$ cat src/hdl/ddt_pkg.sv
`default_nettype none
package ddt_pkg;

  ////////////////////////////////////////////////////////////////////////////
  // Bus geometry
  localparam int unsigned AW       = 12;
  localparam int unsigned DW       = 32;
  localparam int unsigned OFS_W    = 5;
  localparam int unsigned TSEL_BIT = 5;
  localparam int unsigned CTRL_W   = 8;

  ////////////////////////////////////////////////////////////////////////////
  // Register offsets inside one timer bank, banks at 0x00 and 0x20
  localparam logic [OFS_W-1:0] OFS_LOAD   = 5'h00;
  localparam logic [OFS_W-1:0] OFS_VALUE  = 5'h04;
  localparam logic [OFS_W-1:0] OFS_CTRL   = 5'h08;
  localparam logic [OFS_W-1:0] OFS_INTCLR = 5'h0c;
  localparam logic [OFS_W-1:0] OFS_RIS    = 5'h10;
  localparam logic [OFS_W-1:0] OFS_MIS    = 5'h14;
  localparam logic [OFS_W-1:0] OFS_BGLOAD = 5'h18;
  localparam logic [AW-1:0]    ADDR_ID0   = 12'hfe0;
  localparam logic [AW-1:0]    ADDR_ID1   = 12'hfe4;

  ////////////////////////////////////////////////////////////////////////////
  // Control field positions and reset values
  localparam int unsigned CTL_SINGLE_RUN_SELECT  = 0;
  localparam int unsigned CTL_SIZE32   = 1;
  localparam int unsigned CTL_PRE_LO   = 2;
  localparam int unsigned CTL_PRE_HI   = 3;
  localparam int unsigned CTL_INTEN    = 5;
  localparam int unsigned CTL_PERIODIC = 6;
  localparam int unsigned CTL_EN       = 7;
  localparam logic [CTRL_W-1:0] CTRL_RST = 8'h20;
  localparam logic [DW-1:0]     LOAD_RST  = 32'h0000_0000;
  localparam logic [DW-1:0]     VALUE_RST = 32'h0fff_ffff;
  localparam logic [DW-1:0]     WRAP32    = 32'h0fff_ffff;

  ////////////////////////////////////////////////////////////////////////////
  // Counter halves and prescaler
  localparam int unsigned HALF     = 16;
  localparam logic [HALF-1:0] LOW_MAX  = 16'hffff;
  localparam logic [HALF-1:0] LOW_ONE  = 16'h0001;
  localparam logic [DW-1:0]   FULL_ONE = 32'h0000_0001;
  localparam int unsigned PRE_W    = 8;
  localparam int unsigned PRE16_W  = 4;
  localparam logic [1:0]  PRE_DIV1   = 2'h0;
  localparam logic [1:0]  PRE_DIV16  = 2'h1;
  localparam logic [PRE16_W-1:0] PRE16_TERM  = 4'hf;
  localparam logic [PRE_W-1:0]   PRE256_TERM = 8'hff;
  localparam logic [PRE_W-1:0]   PRE_ONE     = 8'h01;

  // Zero test honours the counter size; upper half ignored in 16-bit mode
  function automatic logic is_zero(input logic [DW-1:0] v, input logic s32);
    is_zero = s32 ? (v == '0) : (v[HALF-1:0] == '0);
  endfunction

endpackage
`default_nettype wire

$ cat src/hdl/ddt_counter_unit.sv
`timescale 1ns/1ps
`default_nettype none
module ddt_counter_unit import ddt_pkg::*; (
  input  wire logic          clk,
  input  wire logic          rst_b,
  input  wire logic          tick,
  input  wire logic          en,
  input  wire logic          single_run_select,
  input  wire logic          periodic,
  input  wire logic          size32,
  input  wire logic [1:0]    pre_sel,
  input  wire logic          int_en,
  input  wire logic          load_wr,
  input  wire logic          bg_wr,
  input  wire logic [DW-1:0] wdata,
  input  wire logic          int_clr,
  output logic      [DW-1:0] cnt_r,
  output logic      [DW-1:0] load_r,
  output logic               raw_r,
  output logic               irq_r
);

  logic [PRE_W-1:0] pre_r;
  logic [PRE_W-1:0] pre_nxt;
  logic             pend_r;
  logic             pend_nxt;
  logic             stop_r;
  logic             stop_nxt;
  logic [DW-1:0]    cnt_nxt;
  logic [DW-1:0]    load_nxt;
  logic             raw_nxt;
  logic             irq_nxt;
  logic             apply;
  logic             pre_hit;
  logic             step;
  logic             zero_hit;

  ////////////////////////////////////////////////////////////////////////////
  always_comb begin
    // A load written in the same cycle as a tick waits for the next tick
    apply = pend_r & tick & ~load_wr;
    case (pre_sel)
      PRE_DIV1:  pre_hit = 1'b1;
      PRE_DIV16: pre_hit = (pre_r[PRE16_W-1:0] == PRE16_TERM);
      default:   pre_hit = (pre_r == PRE256_TERM);
    endcase
    step     = tick & en & pre_hit & ~stop_r & ~apply;
    zero_hit = step & is_zero(cnt_r, size32);
    pre_nxt  = pre_r;
    if (apply) begin
      pre_nxt = '0;
    end else if (tick & en) begin
      pre_nxt = pre_r + PRE_ONE;
    end
    pend_nxt = load_wr | (pend_r & ~apply);
    load_nxt = (load_wr | bg_wr) ? wdata : load_r;
    cnt_nxt  = cnt_r;
    stop_nxt = stop_r;
    if (apply) begin
      cnt_nxt  = load_r;
      stop_nxt = 1'b0;
    end else if (zero_hit) begin
      if (single_run_select) begin
        stop_nxt = 1'b1;
      end else if (periodic) begin
        cnt_nxt = size32 ? load_r : {cnt_r[DW-1:HALF], load_r[HALF-1:0]};
      end else begin
        cnt_nxt = size32 ? WRAP32 : {cnt_r[DW-1:HALF], LOW_MAX};
      end
    end else if (step) begin
      cnt_nxt = size32 ? cnt_r - FULL_ONE
                       : {cnt_r[DW-1:HALF], cnt_r[HALF-1:0] - LOW_ONE};
    end
    // Set wins over a clear in the same cycle
    raw_nxt = zero_hit | (raw_r & ~int_clr);
    irq_nxt = raw_nxt & int_en;
  end

  always_ff @(posedge clk or negedge rst_b) begin
    if (!rst_b) begin
      pre_r  <= '0;
      pend_r <= 1'b0;
      stop_r <= 1'b0;
      cnt_r  <= VALUE_RST;
      load_r <= LOAD_RST;
      raw_r  <= 1'b0;
      irq_r  <= 1'b0;
    end else begin
      pre_r  <= pre_nxt;
      pend_r <= pend_nxt;
      stop_r <= stop_nxt;
      cnt_r  <= cnt_nxt;
      load_r <= load_nxt;
      raw_r  <= raw_nxt;
      irq_r  <= irq_nxt;
    end
  end

  ////////////////////////////////////////////////////////////////////////////
  property p_load_apply;
    @(posedge clk) disable iff (!rst_b) apply |=> cnt_r == $past(load_r);
  endproperty
  a_load_apply: assert property (p_load_apply) else $error("load not applied");

  property p_zero_int;
    @(posedge clk) disable iff (!rst_b) zero_hit |=> raw_r;
  endproperty
  a_zero_int: assert property (p_zero_int) else $error("zero without irq");

  property p_clear;
    @(posedge clk) disable iff (!rst_b) int_clr && !zero_hit |=> !raw_r && !irq_r;
  endproperty
  a_clear: assert property (p_clear) else $error("clear ignored");

  property p_hold;
    @(posedge clk) disable iff (!rst_b) !step && !apply |=> $stable(cnt_r);
  endproperty
  a_hold: assert property (p_hold) else $error("count moved without step");

  property p_wrap16;
    @(posedge clk) disable iff (!rst_b)
      zero_hit && !single_run_select && !periodic && !size32 |=> cnt_r[HALF-1:0] == LOW_MAX;
  endproperty
  a_wrap16: assert property (p_wrap16) else $error("16-bit wrap wrong");

  property p_single_run_select;
    @(posedge clk) disable iff (!rst_b)
      zero_hit && single_run_select ##1 !pend_r [*2] |-> $stable(cnt_r);
  endproperty
  a_single_run_select: assert property (p_single_run_select) else $error("one-shot restarted");

  property p_periodic;
    @(posedge clk) disable iff (!rst_b)
      zero_hit && periodic && !single_run_select && size32 |=> cnt_r == $past(load_r);
  endproperty
  a_periodic: assert property (p_periodic) else $error("reload wrong");

  property p_bgload;
    @(posedge clk) disable iff (!rst_b)
      bg_wr && !load_wr |=> load_r == $past(wdata) && !$rose(pend_r);
  endproperty
  a_bgload: assert property (p_bgload) else $error("background load wrong");

endmodule
`default_nettype wire

$ cat src/hdl/ddt_top.sv
`timescale 1ns/1ps
`default_nettype none
// Behaviour
// Two identical down counters, each selectable as 32-bit or 16-bit.
// Free-running mode wraps to the maximum value on reaching zero; in 32-bit mode the code wraps to 0x0fffffff (WRAP32).
// Periodic mode reloads from the load value on reaching zero.
// One-shot mode counts down from a new load, then stops until reloaded.
// Shared timer clock, each counter qualified by its own clock enable.
// Per-counter prescaler divides the enabled timer rate by 1, 16 or 256.
// Writing the load value restarts the count from it.
// Background load changes only the reload value, count keeps running.
// Reaching zero raises an interrupt held until software clears it.
// A mask bit suppresses each timer's interrupt output.
// Current count readable at any time without disturbing it.
// Reset may assert asynchronously but releases on a clock edge.
// Reset is held low for at least one clock period.
// Reset state: disabled, free-running, 16-bit, /1, irq enabled, load zero.
// Prescaler steps only on enabled timer clock edges.
// Counter steps only on enabled edges with a prescaler pulse.
// Registers run on the bus clock, counting on the qualified timer clock.
// Timer clock is no faster than, and edge-aligned with, the bus clock; the pin filter here takes at most a quarter of the bus clock.
// Read-only identification registers.
// Bus slave decodes every register access.
// Interrupt clear drops the output at once, not on a timer edge.
// 16-bit free-running counts low half, wraps it to 0xffff.
// One-shot select overrides the periodic select.
// Raw and masked interrupt status are both readable.
// Timer logic samples configuration directly, no extra synchroniser.
module ddt_top import ddt_pkg::*; #(
  parameter logic [DW-1:0] ID0_VAL = 32'h0000_00d1, // Arbitrary value
  parameter logic [DW-1:0] ID1_VAL = 32'h0000_00e2  // Arbitrary value
) (
  input  wire logic          clk,
  input  wire logic          rst_b,
  input  wire logic          psel,
  input  wire logic          penable,
  input  wire logic          pwrite,
  input  wire logic [AW-1:0] paddr,
  input  wire logic [DW-1:0] pwdata,
  output logic      [DW-1:0] prdata,
  output logic               pready,
  output logic               pslverr,
  input  wire logic          timer_clock,
  input  wire logic          first_timer_clock_enable,
  input  wire logic          second_timer_clock_enable,
  output logic      [1:0]    timer_interrupt_out
);

  ////////////////////////////////////////////////////////////////////////////
  // Pin synchronisers: bit 0 timer clock, bits 1 and 2 the clock enables
  logic [2:0]        sy1_r;
  logic [2:0]        sy2_r;
  logic [2:0]        sy3_r;
  logic [2:0]        flt_r;
  logic [2:0]        flt_nxt;
  logic [1:0]        tick_r;
  logic [1:0]        tick_nxt;

  // Bus side state
  logic [CTRL_W-1:0] ctrl_r   [2];
  logic [CTRL_W-1:0] ctrl_nxt [2];
  logic [DW-1:0]     prdata_r;
  logic [DW-1:0]     prdata_nxt;
  logic              pready_r;
  logic              pready_nxt;
  logic              pslverr_r;
  logic              pslverr_nxt;

  // Decode results
  logic              setup;
  logic              wr;
  logic              tsel;
  logic              in_tmr;
  logic              bad;
  logic [OFS_W-1:0]  ofs;
  logic [DW-1:0]     rd;
  logic [1:0]        load_wr;
  logic [1:0]        bg_wr;
  logic [1:0]        clr;

  // Counter unit outputs
  logic [DW-1:0]     cnt [2];
  logic [DW-1:0]     ld  [2];
  logic [1:0]        raw;
  logic [1:0]        irq;

  ////////////////////////////////////////////////////////////////////////////
  // Timer clock and enables cross in by three flops; a level counts once
  // the second and third agree. Limits the timer clock to a quarter of clk.
  always_comb begin
    for (int i = 0; i < 3; i++) begin
      flt_nxt[i] = (sy2_r[i] == sy3_r[i]) ? sy3_r[i] : flt_r[i];
    end
    // One tick per enabled rising timer clock edge
    tick_nxt[0] = flt_nxt[0] & ~flt_r[0] & flt_r[1];
    tick_nxt[1] = flt_nxt[0] & ~flt_r[0] & flt_r[2];
  end

  always_ff @(posedge clk or negedge rst_b) begin
    if (!rst_b) begin
      sy1_r  <= '0;
      sy2_r  <= '0;
      sy3_r  <= '0;
      flt_r  <= '0;
      tick_r <= '0;
    end else begin
      sy1_r  <= {second_timer_clock_enable, first_timer_clock_enable, timer_clock};
      sy2_r  <= sy1_r;
      sy3_r  <= sy2_r;
      flt_r  <= flt_nxt;
      tick_r <= tick_nxt;
    end
  end

  ////////////////////////////////////////////////////////////////////////////
  // Register decode; one access phase with no wait state
  always_comb begin
    setup       = psel & ~penable;
    wr          = psel & penable & pwrite & pready_r;
    tsel        = paddr[TSEL_BIT];
    in_tmr      = (paddr[AW-1:TSEL_BIT+1] == '0);
    ofs         = paddr[OFS_W-1:0];
    rd          = '0;
    bad         = 1'b0;
    load_wr     = '0;
    bg_wr       = '0;
    clr         = '0;
    ctrl_nxt[0] = ctrl_r[0];
    ctrl_nxt[1] = ctrl_r[1];
    if (in_tmr && ofs == OFS_LOAD) begin
      rd            = ld[tsel];
      load_wr[tsel] = wr;
    end else if (in_tmr && ofs == OFS_VALUE) begin
      rd = cnt[tsel];
    end else if (in_tmr && ofs == OFS_CTRL) begin
      rd = DW'(ctrl_r[tsel]);
      if (wr) begin
        ctrl_nxt[tsel] = pwdata[CTRL_W-1:0];
      end
    end else if (in_tmr && ofs == OFS_INTCLR) begin
      clr[tsel] = wr;
    end else if (in_tmr && ofs == OFS_RIS) begin
      rd = DW'(raw[tsel]);
    end else if (in_tmr && ofs == OFS_MIS) begin
      rd = DW'(irq[tsel]);
    end else if (in_tmr && ofs == OFS_BGLOAD) begin
      rd          = ld[tsel];
      bg_wr[tsel] = wr;
    end else if (paddr == ADDR_ID0) begin
      rd = ID0_VAL;
    end else if (paddr == ADDR_ID1) begin
      rd = ID1_VAL;
    end else begin
      bad = 1'b1;
    end
    pready_nxt  = setup;
    pslverr_nxt = setup & bad;
    prdata_nxt  = (setup && !pwrite) ? rd : prdata_r;
  end

  always_ff @(posedge clk or negedge rst_b) begin
    if (!rst_b) begin
      ctrl_r[0] <= CTRL_RST;
      ctrl_r[1] <= CTRL_RST;
      prdata_r  <= '0;
      pready_r  <= 1'b0;
      pslverr_r <= 1'b0;
    end else begin
      ctrl_r[0] <= ctrl_nxt[0];
      ctrl_r[1] <= ctrl_nxt[1];
      prdata_r  <= prdata_nxt;
      pready_r  <= pready_nxt;
      pslverr_r <= pslverr_nxt;
    end
  end

  assign prdata  = prdata_r;
  assign pready  = pready_r;
  assign pslverr = pslverr_r;

  ////////////////////////////////////////////////////////////////////////////
  // Both clocks share edges, so control bits feed the counters directly
  for (genvar k = 0; k < 2; k++) begin : g_unit
    ddt_counter_unit u_cnt (
      .clk      (clk),
      .rst_b    (rst_b),
      .tick     (tick_r[k]),
      .en       (ctrl_r[k][CTL_EN]),
      .single_run_select  (ctrl_r[k][CTL_SINGLE_RUN_SELECT]),
      .periodic (ctrl_r[k][CTL_PERIODIC]),
      .size32   (ctrl_r[k][CTL_SIZE32]),
      .pre_sel  (ctrl_r[k][CTL_PRE_HI:CTL_PRE_LO]),
      .int_en   (ctrl_r[k][CTL_INTEN]),
      .load_wr  (load_wr[k]),
      .bg_wr    (bg_wr[k]),
      .wdata    (pwdata),
      .int_clr  (clr[k]),
      .cnt_r    (cnt[k]),
      .load_r   (ld[k]),
      .raw_r    (raw[k]),
      .irq_r    (irq[k])
    );
    assign timer_interrupt_out[k] = irq[k];
  end

  ////////////////////////////////////////////////////////////////////////////
  property p_ready;
    @(posedge clk) disable iff (!rst_b) setup |=> pready_r ##1 !pready_r;
  endproperty
  a_ready: assert property (p_ready) else $error("no single-cycle ready");

  property p_unmapped;
    @(posedge clk) disable iff (!rst_b)
      setup && !in_tmr && paddr != ADDR_ID0 && paddr != ADDR_ID1 |=> pslverr_r && pready_r;
  endproperty
  a_unmapped: assert property (p_unmapped) else $error("unmapped not refused");

  property p_id;
    @(posedge clk) disable iff (!rst_b)
      setup && !pwrite && paddr == ADDR_ID0 |=> prdata_r == ID0_VAL && !pslverr_r;
  endproperty
  a_id: assert property (p_id) else $error("identification read wrong");

  property p_value;
    @(posedge clk) disable iff (!rst_b)
      setup && !pwrite && in_tmr && ofs == OFS_VALUE && !tsel |=> prdata_r == $past(cnt[0]);
  endproperty
  a_value: assert property (p_value) else $error("count read wrong");

  property p_ctrl_wr;
    @(posedge clk) disable iff (!rst_b)
      wr && in_tmr && ofs == OFS_CTRL && tsel |=> ctrl_r[1] == $past(pwdata[CTRL_W-1:0]);
  endproperty
  a_ctrl_wr: assert property (p_ctrl_wr) else $error("control write lost");

  property p_tick_en;
    @(posedge clk) disable iff (!rst_b) tick_r[1] |-> $past(flt_r[2]) && !$past(flt_r[0]);
  endproperty
  a_tick_en: assert property (p_tick_en) else $error("tick without enable");

  property p_mis;
    @(posedge clk) disable iff (!rst_b)
      setup && !pwrite && in_tmr && ofs == OFS_MIS && !tsel |=> prdata_r[0] == $past(irq[0]);
  endproperty
  a_mis: assert property (p_mis) else $error("masked status wrong");

  property p_mask;
    @(posedge clk) disable iff (!rst_b)
      !ctrl_r[0][CTL_INTEN] && $stable(ctrl_r[0]) |-> !timer_interrupt_out[0];
  endproperty
  a_mask: assert property (p_mask) else $error("masked irq visible");

  property p_err_ready;
    @(posedge clk) disable iff (!rst_b) pslverr_r |-> pready_r;
  endproperty
  a_err_ready: assert property (p_err_ready) else $error("error without ready");

  property p_ready_src;
    @(posedge clk) disable iff (!rst_b) pready_r |-> $past(setup);
  endproperty
  a_ready_src: assert property (p_ready_src) else $error("ready without setup");

  property p_rdata_hold;
    @(posedge clk) disable iff (!rst_b) !(setup && !pwrite) |=> $stable(prdata_r);
  endproperty
  a_rdata_hold: assert property (p_rdata_hold) else $error("read data moved");

  property p_ctrl_hold;
    @(posedge clk) disable iff (!rst_b) !wr |=> $stable(ctrl_r[0]) && $stable(ctrl_r[1]);
  endproperty
  a_ctrl_hold: assert property (p_ctrl_hold) else $error("control changed");

  property p_mapped_ok;
    @(posedge clk) disable iff (!rst_b) setup && in_tmr && ofs == OFS_CTRL |=> !pslverr_r;
  endproperty
  a_mapped_ok: assert property (p_mapped_ok) else $error("mapped access refused");

  property p_tick0_en;
    @(posedge clk) disable iff (!rst_b) tick_r[0] |-> $past(flt_r[1]) && !$past(flt_r[0]);
  endproperty
  a_tick0_en: assert property (p_tick0_en) else $error("tick without enable");

  property p_tick_once;
    @(posedge clk) disable iff (!rst_b) tick_r[0] |=> !tick_r[0];
  endproperty
  a_tick_once: assert property (p_tick_once) else $error("tick repeated");

  property p_filter;
    @(posedge clk) disable iff (!rst_b)
      $past(sy2_r) == $past(sy3_r) |-> flt_r == $past(sy3_r);
  endproperty
  a_filter: assert property (p_filter) else $error("filter missed agreement");

  property p_irq_out;
    @(posedge clk) disable iff (!rst_b)
      $stable(ctrl_r[1]) |-> timer_interrupt_out[1] == (raw[1] && ctrl_r[1][CTL_INTEN]);
  endproperty
  a_irq_out: assert property (p_irq_out) else $error("interrupt output wrong");

endmodule
`default_nettype wire

$ cat config.mk
export PLATFORM = sky130hd
export DESIGN_NAME = ddt_top
export DESIGN_NICKNAME = d
export VERILOG_FILES = /design/src/hdl/ddt_pkg.sv /design/src/hdl/ddt_counter_unit.sv /design/src/hdl/ddt_top.sv
export SDC_FILE = /design/constraint.sdc
export NUM_CORES = 1
export LEC_CHECK = 0
export CORE_ASPECT_RATIO = 1.25
export CORE_MARGIN = 1
export CORE_UTILIZATION = 45
export CTS_CLUSTER_DIAMETER = 60
export DETAILED_ROUTE_END_ITERATION = 7
export DONT_BUFFER_PORTS = 1
export PLACE_DENSITY_LB_ADDON = 0.2
export SLEW_MARGIN = 10
export SYNTH_ARGS = -nofsm -noshare
export SYNTH_HDL_FRONTEND = slang
export SYNTH_SLANG_ARGS = --single-unit
$ cat constraint.sdc
create_clock -name clk -period 5.5 [get_ports clk]
set_input_delay 1.1 -clock clk [delete_from_list [all_inputs] [get_ports clk]]
set_output_delay 1.1 -clock clk [all_outputs]
set_load 0.005 [all_outputs]
After elaboration in Yosys (flattened, before gate mapping)
Cells that the tools add are included.

cells by class
  div/mod/pow operators = 0
  magnitude comparators = 4
  reduce and logical (&&, ||, !) cells = 36
  shift operators = 0
  $add $sub $neg = 6
  eq/ne operators = 19
  bitwise operators = 48
  multiply operators = 0
  mux-type cells = 79

operators by type and width
  cell                                                count
  2-to-1 mux 32 bit                                   29
  2-to-1 mux 8 bit                                    10
  zero test 32 bit                                    2
  subtractor 32 x 1 -> 32 bit, second input constant  2
  zero test 16 bit                                    2
  subtractor 16 x 1 -> 16 bit, second input constant  2
  AND 1 bit                                           28
  == test 12 bit, second input constant               2
  2-to-1 mux 2 bit                                    12
  2-to-1 mux 1 bit                                    23
  adder 8 x 1 -> 8 bit, second input constant         2
  bitwise mux 16 bit                                  1
  == test 8 bit, second input constant                2
  nonzero test 2 bit                                  8
  == test 5 bit, second input constant                3
  inverter 1 bit                                      12
  == test 5 x 4 -> 1 bit, second input constant       2
  logical AND 1 bit                                   10
  demux 8 bit (select 1 bit)                          1
  == test 4 bit, second input constant                2
  AND reduction 2 bit                                 4
  zero test 6 bit                                     1
  != test 3 x 2 -> 1 bit, second input constant       2
  OR 1 bit                                            6
  17 further kinds                                    24

storage, ports and cells
  memories kept = 0
  latch bits = 0
  logic and storage cells = 220
  RAM bits = 0
  memory bits (read-only) = 0
  output and inout bits = 36
  register bits after elaboration = 216

Depth between registers and ports, before layout
  word-level depth = 13
  mapped depth = 10
  depth with buffers taken out = 8

Hierarchy
Synthesis repeated with hierarchy kept, for this count alone.

second synthesis, totals
  cells, all modules = 1131
  area, all modules = 11828.8 µm²

modules (own cells, without submodules)
  module            times used  cells each  area an instance (µm²)
  ddt_counter_unit  2           398         4058.9
  ddt_top           1           335         3711.1

Least setup slack after synthesis
Ideal clock, no wire load.

  path kind = input-to-reg
  start = input port paddr[8]
  end = register g_unit[0].u_cnt.cnt_r[31]
  path slack = 2.236 ns
  arrival = 3.143 ns
  stages on the path = 9
  path buffers = 3
  required time = 5.379 ns
  cells stage by stage = nor4_2 nand4_1 clkbuf_1 o211a_1 clkbuf_1 a31oi_1 clkbuf_1 o32ai_1 a22o_1

on the way
  word-level cells in the longest chain between the ends = 10
  elaborated cells on any way between the ends = 14
  those cells by class = 1 x eq/ne; 3 x mux; 5 x bitwise; 5 x reduce/logical

RTL lines
  what                                                                              RTL line                text
  start, declared                                                                   ddt_top.sv:38           input wire logic [AW-1:0] paddr,
  zero test 6 bit (*)                                                               ddt_top.sv:121          in_tmr = (paddr[AW-1:TSEL_BIT+1] == '0);
  logical AND 1 bit (*)                                                             ddt_top.sv:130          if (in_tmr && ofs == OFS_LOAD) begin
  2-to-1 mux 2 bit (*)                                                              ddt_top.sv:130
  inverter 1 bit (*)                                                                ddt_counter_unit.sv:41  apply = pend_r & tick & ~load_wr;
  AND 1 bit (*)                                                                     ddt_counter_unit.sv:41
  inverter 1 bit                                                                    ddt_counter_unit.sv:47  step = tick & en & pre_hit & ~stop_r & ~apply;
  AND 1 bit                                                                         ddt_counter_unit.sv:47
  AND 1 bit                                                                         ddt_counter_unit.sv:48  zero_hit = step & is_zero(cnt_r, size32);
  != test 3 x 2 -> 1 bit (no source line) (tied with other cells)                   --
  AND reduction 3 bit (no source line) / 2-to-1 mux 32 bit (equally long branches)  --
  end signal, assigned                                                              ddt_counter_unit.sv:92  cnt_r <= cnt_nxt;
  end, declared                                                                     ddt_counter_unit.sv:17  output logic [DW-1:0] cnt_r,

Mark *: on every way between the ends. The rest lies on a longest branch, timed or not.
A chain may end at the register's enable or synchronous reset.

Worst setup path after layout
  start = input port paddr[8]
  end = register g_unit[0].u_cnt.cnt_r[19]

Same word-level chain as after synthesis.

==> flow_summary.ini <==
[cells_and_area]
fillers = 2313
area_growth_pct = 9.190
drive_above_1_share_pct = 20.34
fin_nets = 1158
diodes = 0
stdcell_area_um2 = 12800

[drt]
routed_wl_um = 34540
vias_per_cell = 6.519
antenna_left = 0
drt_iter0_drc = 1061
drt-pass1-iter-count = 6
num_vias = 9492
wl_per_cell_um = 23.73
drc = 0

[place]
portBuffers = 0
gp_congestion = 0.9284
pre_cts_ws_ns = 1.502
place_area_um2 = 11950
dpl.hpwl_um = 24100

[timing]
holdWs_ns = 0.2633
period_needed_ns = 3.505
slew_headroom_pct = 27.01
max_clock_freq_mhz = 285.3
tns_ns = 0
fin_skew_ns = 0.02547
rsz0062_at_grt = no
slew_viol_final = 0
setup_viol = 0
worst_pin_slew_ns = 1.095
timing.final.crit_share_pct = 63.72
hold_viol = 0
fin_ws_ns = 1.995

[critical_path]
critPathSlowestCell = a31oi_4
cp-start-kind = primary input
worst-path-buf-inv = 2
crit_path_end_kind = flip-flop
path_cells = nor4_2, nand4_1, o211a_1, buf_4, a31oi_4, buf_4, nor2_1, o311ai_1
critPathRequiredTime_ns = 5.92
slowest_delay_ns = 0.60
cp_data_arrival_time_ns = 3.92
cp_common_cell = buf_4
critical_path_class = in -> reg
cp_max_fo = 27
crit_family = compound AO/OA/AOI/OAI gates

[die]
design.core.area_um2 = 25460
die_x_um = 146.4
row_count = 65
pin_count = 88
die_h_um = 182.5
start_util_pct = 46.05
dieArea_um2 = 26700

[logic_synthesis]
ys_seq_area_share_pct = 46.73
synth_fp_nets = 1198
syn_avg_cell_area_um2 = 10.26
yosys_warnings = 0
synth_edf_count = 0
synthArstFlopShare_pct = 100.0
syn_inst = 1142
synth-seq-cells = 216
ys_types = 74
synth-main-ff-cell = dfrtp_1
synth_area_um2 = 11720

[cts]
clk_latency_ns = 0.54
htreeDepth = 1
clockBufferDepth = 3
cts_buffers = 25
root_buffer = clkbuf_16
clkSlewWorstSetupHoldPaths_ns = 0.06
cts_tree = done
cts_setup_buffers = 0
cts-hold-fix-buffers = 0
cts_resized = 0
clock-sinks = 216

[pwr]
swShare_pct = 26.94
power_frac_clock_pct = 40.8
seq_power_share_pct = 48.9
power_switching_mw = 1.122
p_total_mw = 4.167
p_per_area_nw_per_um2 = 325.5
irDropWorstVdd_v = 0.0002555
p_int_mw = 3.044
comb_power_share_pct = 10.3
p_leak_nw = 5.375

[run]
cap_violations = 0

[hold_path]
hp-class = in -> async

[status]
status = finished, final reports clean

[global_routing]
grt_overflow = 0
antenna_found_initial = 0
grtUsageTotal_pct = 25.94
grt_pass1_vias = 8894
grt_max_degree = 217
grt_first_pass_wirelength_um = 53960
-- layer usage --
metal | vias to the layer above | GRT usage [%] | part of all wire (%)
li1 | 4276 | - | -
met1 | 4757 | 37.52 | 44
met2 | 415 | 40.44 | 46
met3 | 44 | 4.200 | 8.2
met4 | 0 | 6.583 | 1.9
met5 | - | 0 | 0
-- final timing paths --
path | cells past startpoint | to | from | slack, ns
setup reg to reg | 8 | g_unit[1].u_cnt.cnt_r[31]$_DFFE_PN0P_ | g_unit[1].u_cnt.cnt_r[0]$_DFFE_PN1P_ | 2.11
min in group clk | 0 | sy2_r[2]$_DFF_PN0_ | sy1_r[2]$_DFF_PN0_ | 0.35
hold / removal | 0 | g_unit[1].u_cnt.pre_r[6]$_DFFE_PN0P_ | rst_b | 0.26
setup / recovery | 8 | g_unit[0].u_cnt.cnt_r[19]$_DFFE_PN1P_ | paddr[8] | 2.00
hold reg to reg | 0 | sy2_r[2]$_DFF_PN0_ | sy1_r[2]$_DFF_PN0_ | 0.35
max in group asynchronous | 0 | g_unit[0].u_cnt.cnt_r[21]$_DFFE_PN1P_ | rst_b | 4.84
-- logic make-up after synthesis --
| family | after synthesis | synth area share (%) |
|---|---|---|
| muxes | 149 | 13.58 |
| AOI/OAI and AO/OA | 309 | 19.09 |
| buffers and inverters | 119 | 4.056 |
| DFF | 216 | 46.73 |
| xor gates and xnor gates | 16 | 1.195 |
| adders and majority gates | 7 | 0.6831 |
| and+or+nand+nor | 326 | 14.67 |
-- cells in the final DEF (no fill, tap or decap), types with 8 or more instances in the layout --
cell type,n
o21a_1,29
o22ai_1,44
nor3_1,33
or2_2,8
or3_1,15
mux2i_1,69
a22oi_1,14
mux2_2,78
o221ai_1,30
o211a_1,9
buf_4,15
nor2_1,69
o21ai_0,55
clkbuf_16,25
inv_1,37
nand2_1,67
o31ai_1,9
xor2_1,9
or4_1,9
a31oi_1,11
dfstp_2,58
a211oi_1,8
and3_1,8
dfrtp_1,158
nor4_1,20
nand3_1,32
nand4_1,23
a21oi_1,21
-- power by group through the flow --
| stage | Sequential [mW] | Combinational (mW) | Clock, mW |
|---|---|---|---|
| floorplan | 1.96 | 0.392 | 0 |
| global placement | 2.05 | 0.420 | 0 |
| detailed placement | 2.05 | 0.429 | 0 |
| CTS | 2.03 | 0.429 | 1.74 |
| global route | 2.06 | 0.493 | 1.80 |
| finish | 2.04 | 0.429 | 1.70 |
-- cells in the mapped netlist, types with 5 or more instances --
| master | instances | area, µm² |
|---|---|---|
| nor2_1 | 70 | 262.8 |
| or3_1 | 15 | 93.84 |
| or4_1 | 9 | 67.56 |
| a311oi_1 | 5 | 43.79 |
| nor4_1 | 20 | 125.1 |
| o2111ai_1 | 7 | 61.31 |
| or2_2 | 8 | 50.05 |
| a211oi_1 | 8 | 60.06 |
| nand2_1 | 67 | 251.5 |
| inv_1 | 37 | 138.9 |
| o22ai_1 | 44 | 275.3 |
| a31oi_1 | 12 | 75.07 |
| nand4_1 | 23 | 143.9 |
| dfstp_2 | 58 | 1524 |
| buf_1 | 8 | 30.03 |
| a2bb2oi_1 | 6 | 52.55 |
| o211a_1 | 9 | 90.09 |
| o21a_1 | 29 | 217.7 |
| o31ai_1 | 9 | 67.56 |
| a22oi_1 | 14 | 105.1 |
| o221ai_1 | 30 | 262.8 |
| o211ai_1 | 7 | 52.55 |
| nand2b_1 | 6 | 37.54 |
| nor3_1 | 33 | 165.2 |
| a21oi_1 | 21 | 105.1 |
| and2_1 | 7 | 43.79 |
| xnor2_1 | 7 | 61.31 |
| o221a_2 | 5 | 56.30 |
| nand3_1 | 32 | 160.2 |
| buf_2 | 14 | 70.07 |
| mux2_2 | 78 | 878.3 |
| dfrtp_1 | 158 | 3954 |
| o21ai_0 | 55 | 275.3 |
| o2bb2ai_1 | 6 | 52.55 |
| xor2_1 | 9 | 78.83 |
| mux2i_1 | 69 | 690.7 |
| and3_1 | 8 | 50.05 |
| clkbuf_1 | 57 | 214.0 |
| a211o_1 | 5 | 43.79 |
-- state kept, by name (all words and copies together), names as in the netlist --
register             flops
ctrl_r                  16
flt_r                    3
g_unit.u_cnt.cnt_r      64
g_unit.u_cnt.irq_r       2
g_unit.u_cnt.load_r     64
g_unit.u_cnt.pend_r      2
g_unit.u_cnt.pre_r      16
g_unit.u_cnt.raw_r       2
g_unit.u_cnt.stop_r      2
prdata                  32
pready                   1
pslverr                  1
sy1_r                    3
sy2_r                    3
sy3_r                    3
tick_r                   2
-- through the flow --
stage | std cells | util [%]
2_1_floorplan | 1142 | -
3_3_place_gp | 1410 | 46.96
3_5_place_dp | 1410 | 46.96
4_1_cts | 1456 | 50.28
5_1_grt | 1456 | 50.28
6_report | 1456 | 50.28
-- final cells by class --
cell class / instances / area (µm²) / area share (%)
multi-input combinational: 807 / 5806 / 45.36
sequential: 216 / 5478 / 42.80
clock buffer: 34 / 709.4 / 5.543
tap: 335 / 419.2 / 3.275
inverter: 37 / 138.9 / 1.085
clock inverter: 12 / 136.4 / 1.065
timing repair buffer: 15 / 112.6 / 0.8798
Power figures use the tool's default switching activity.
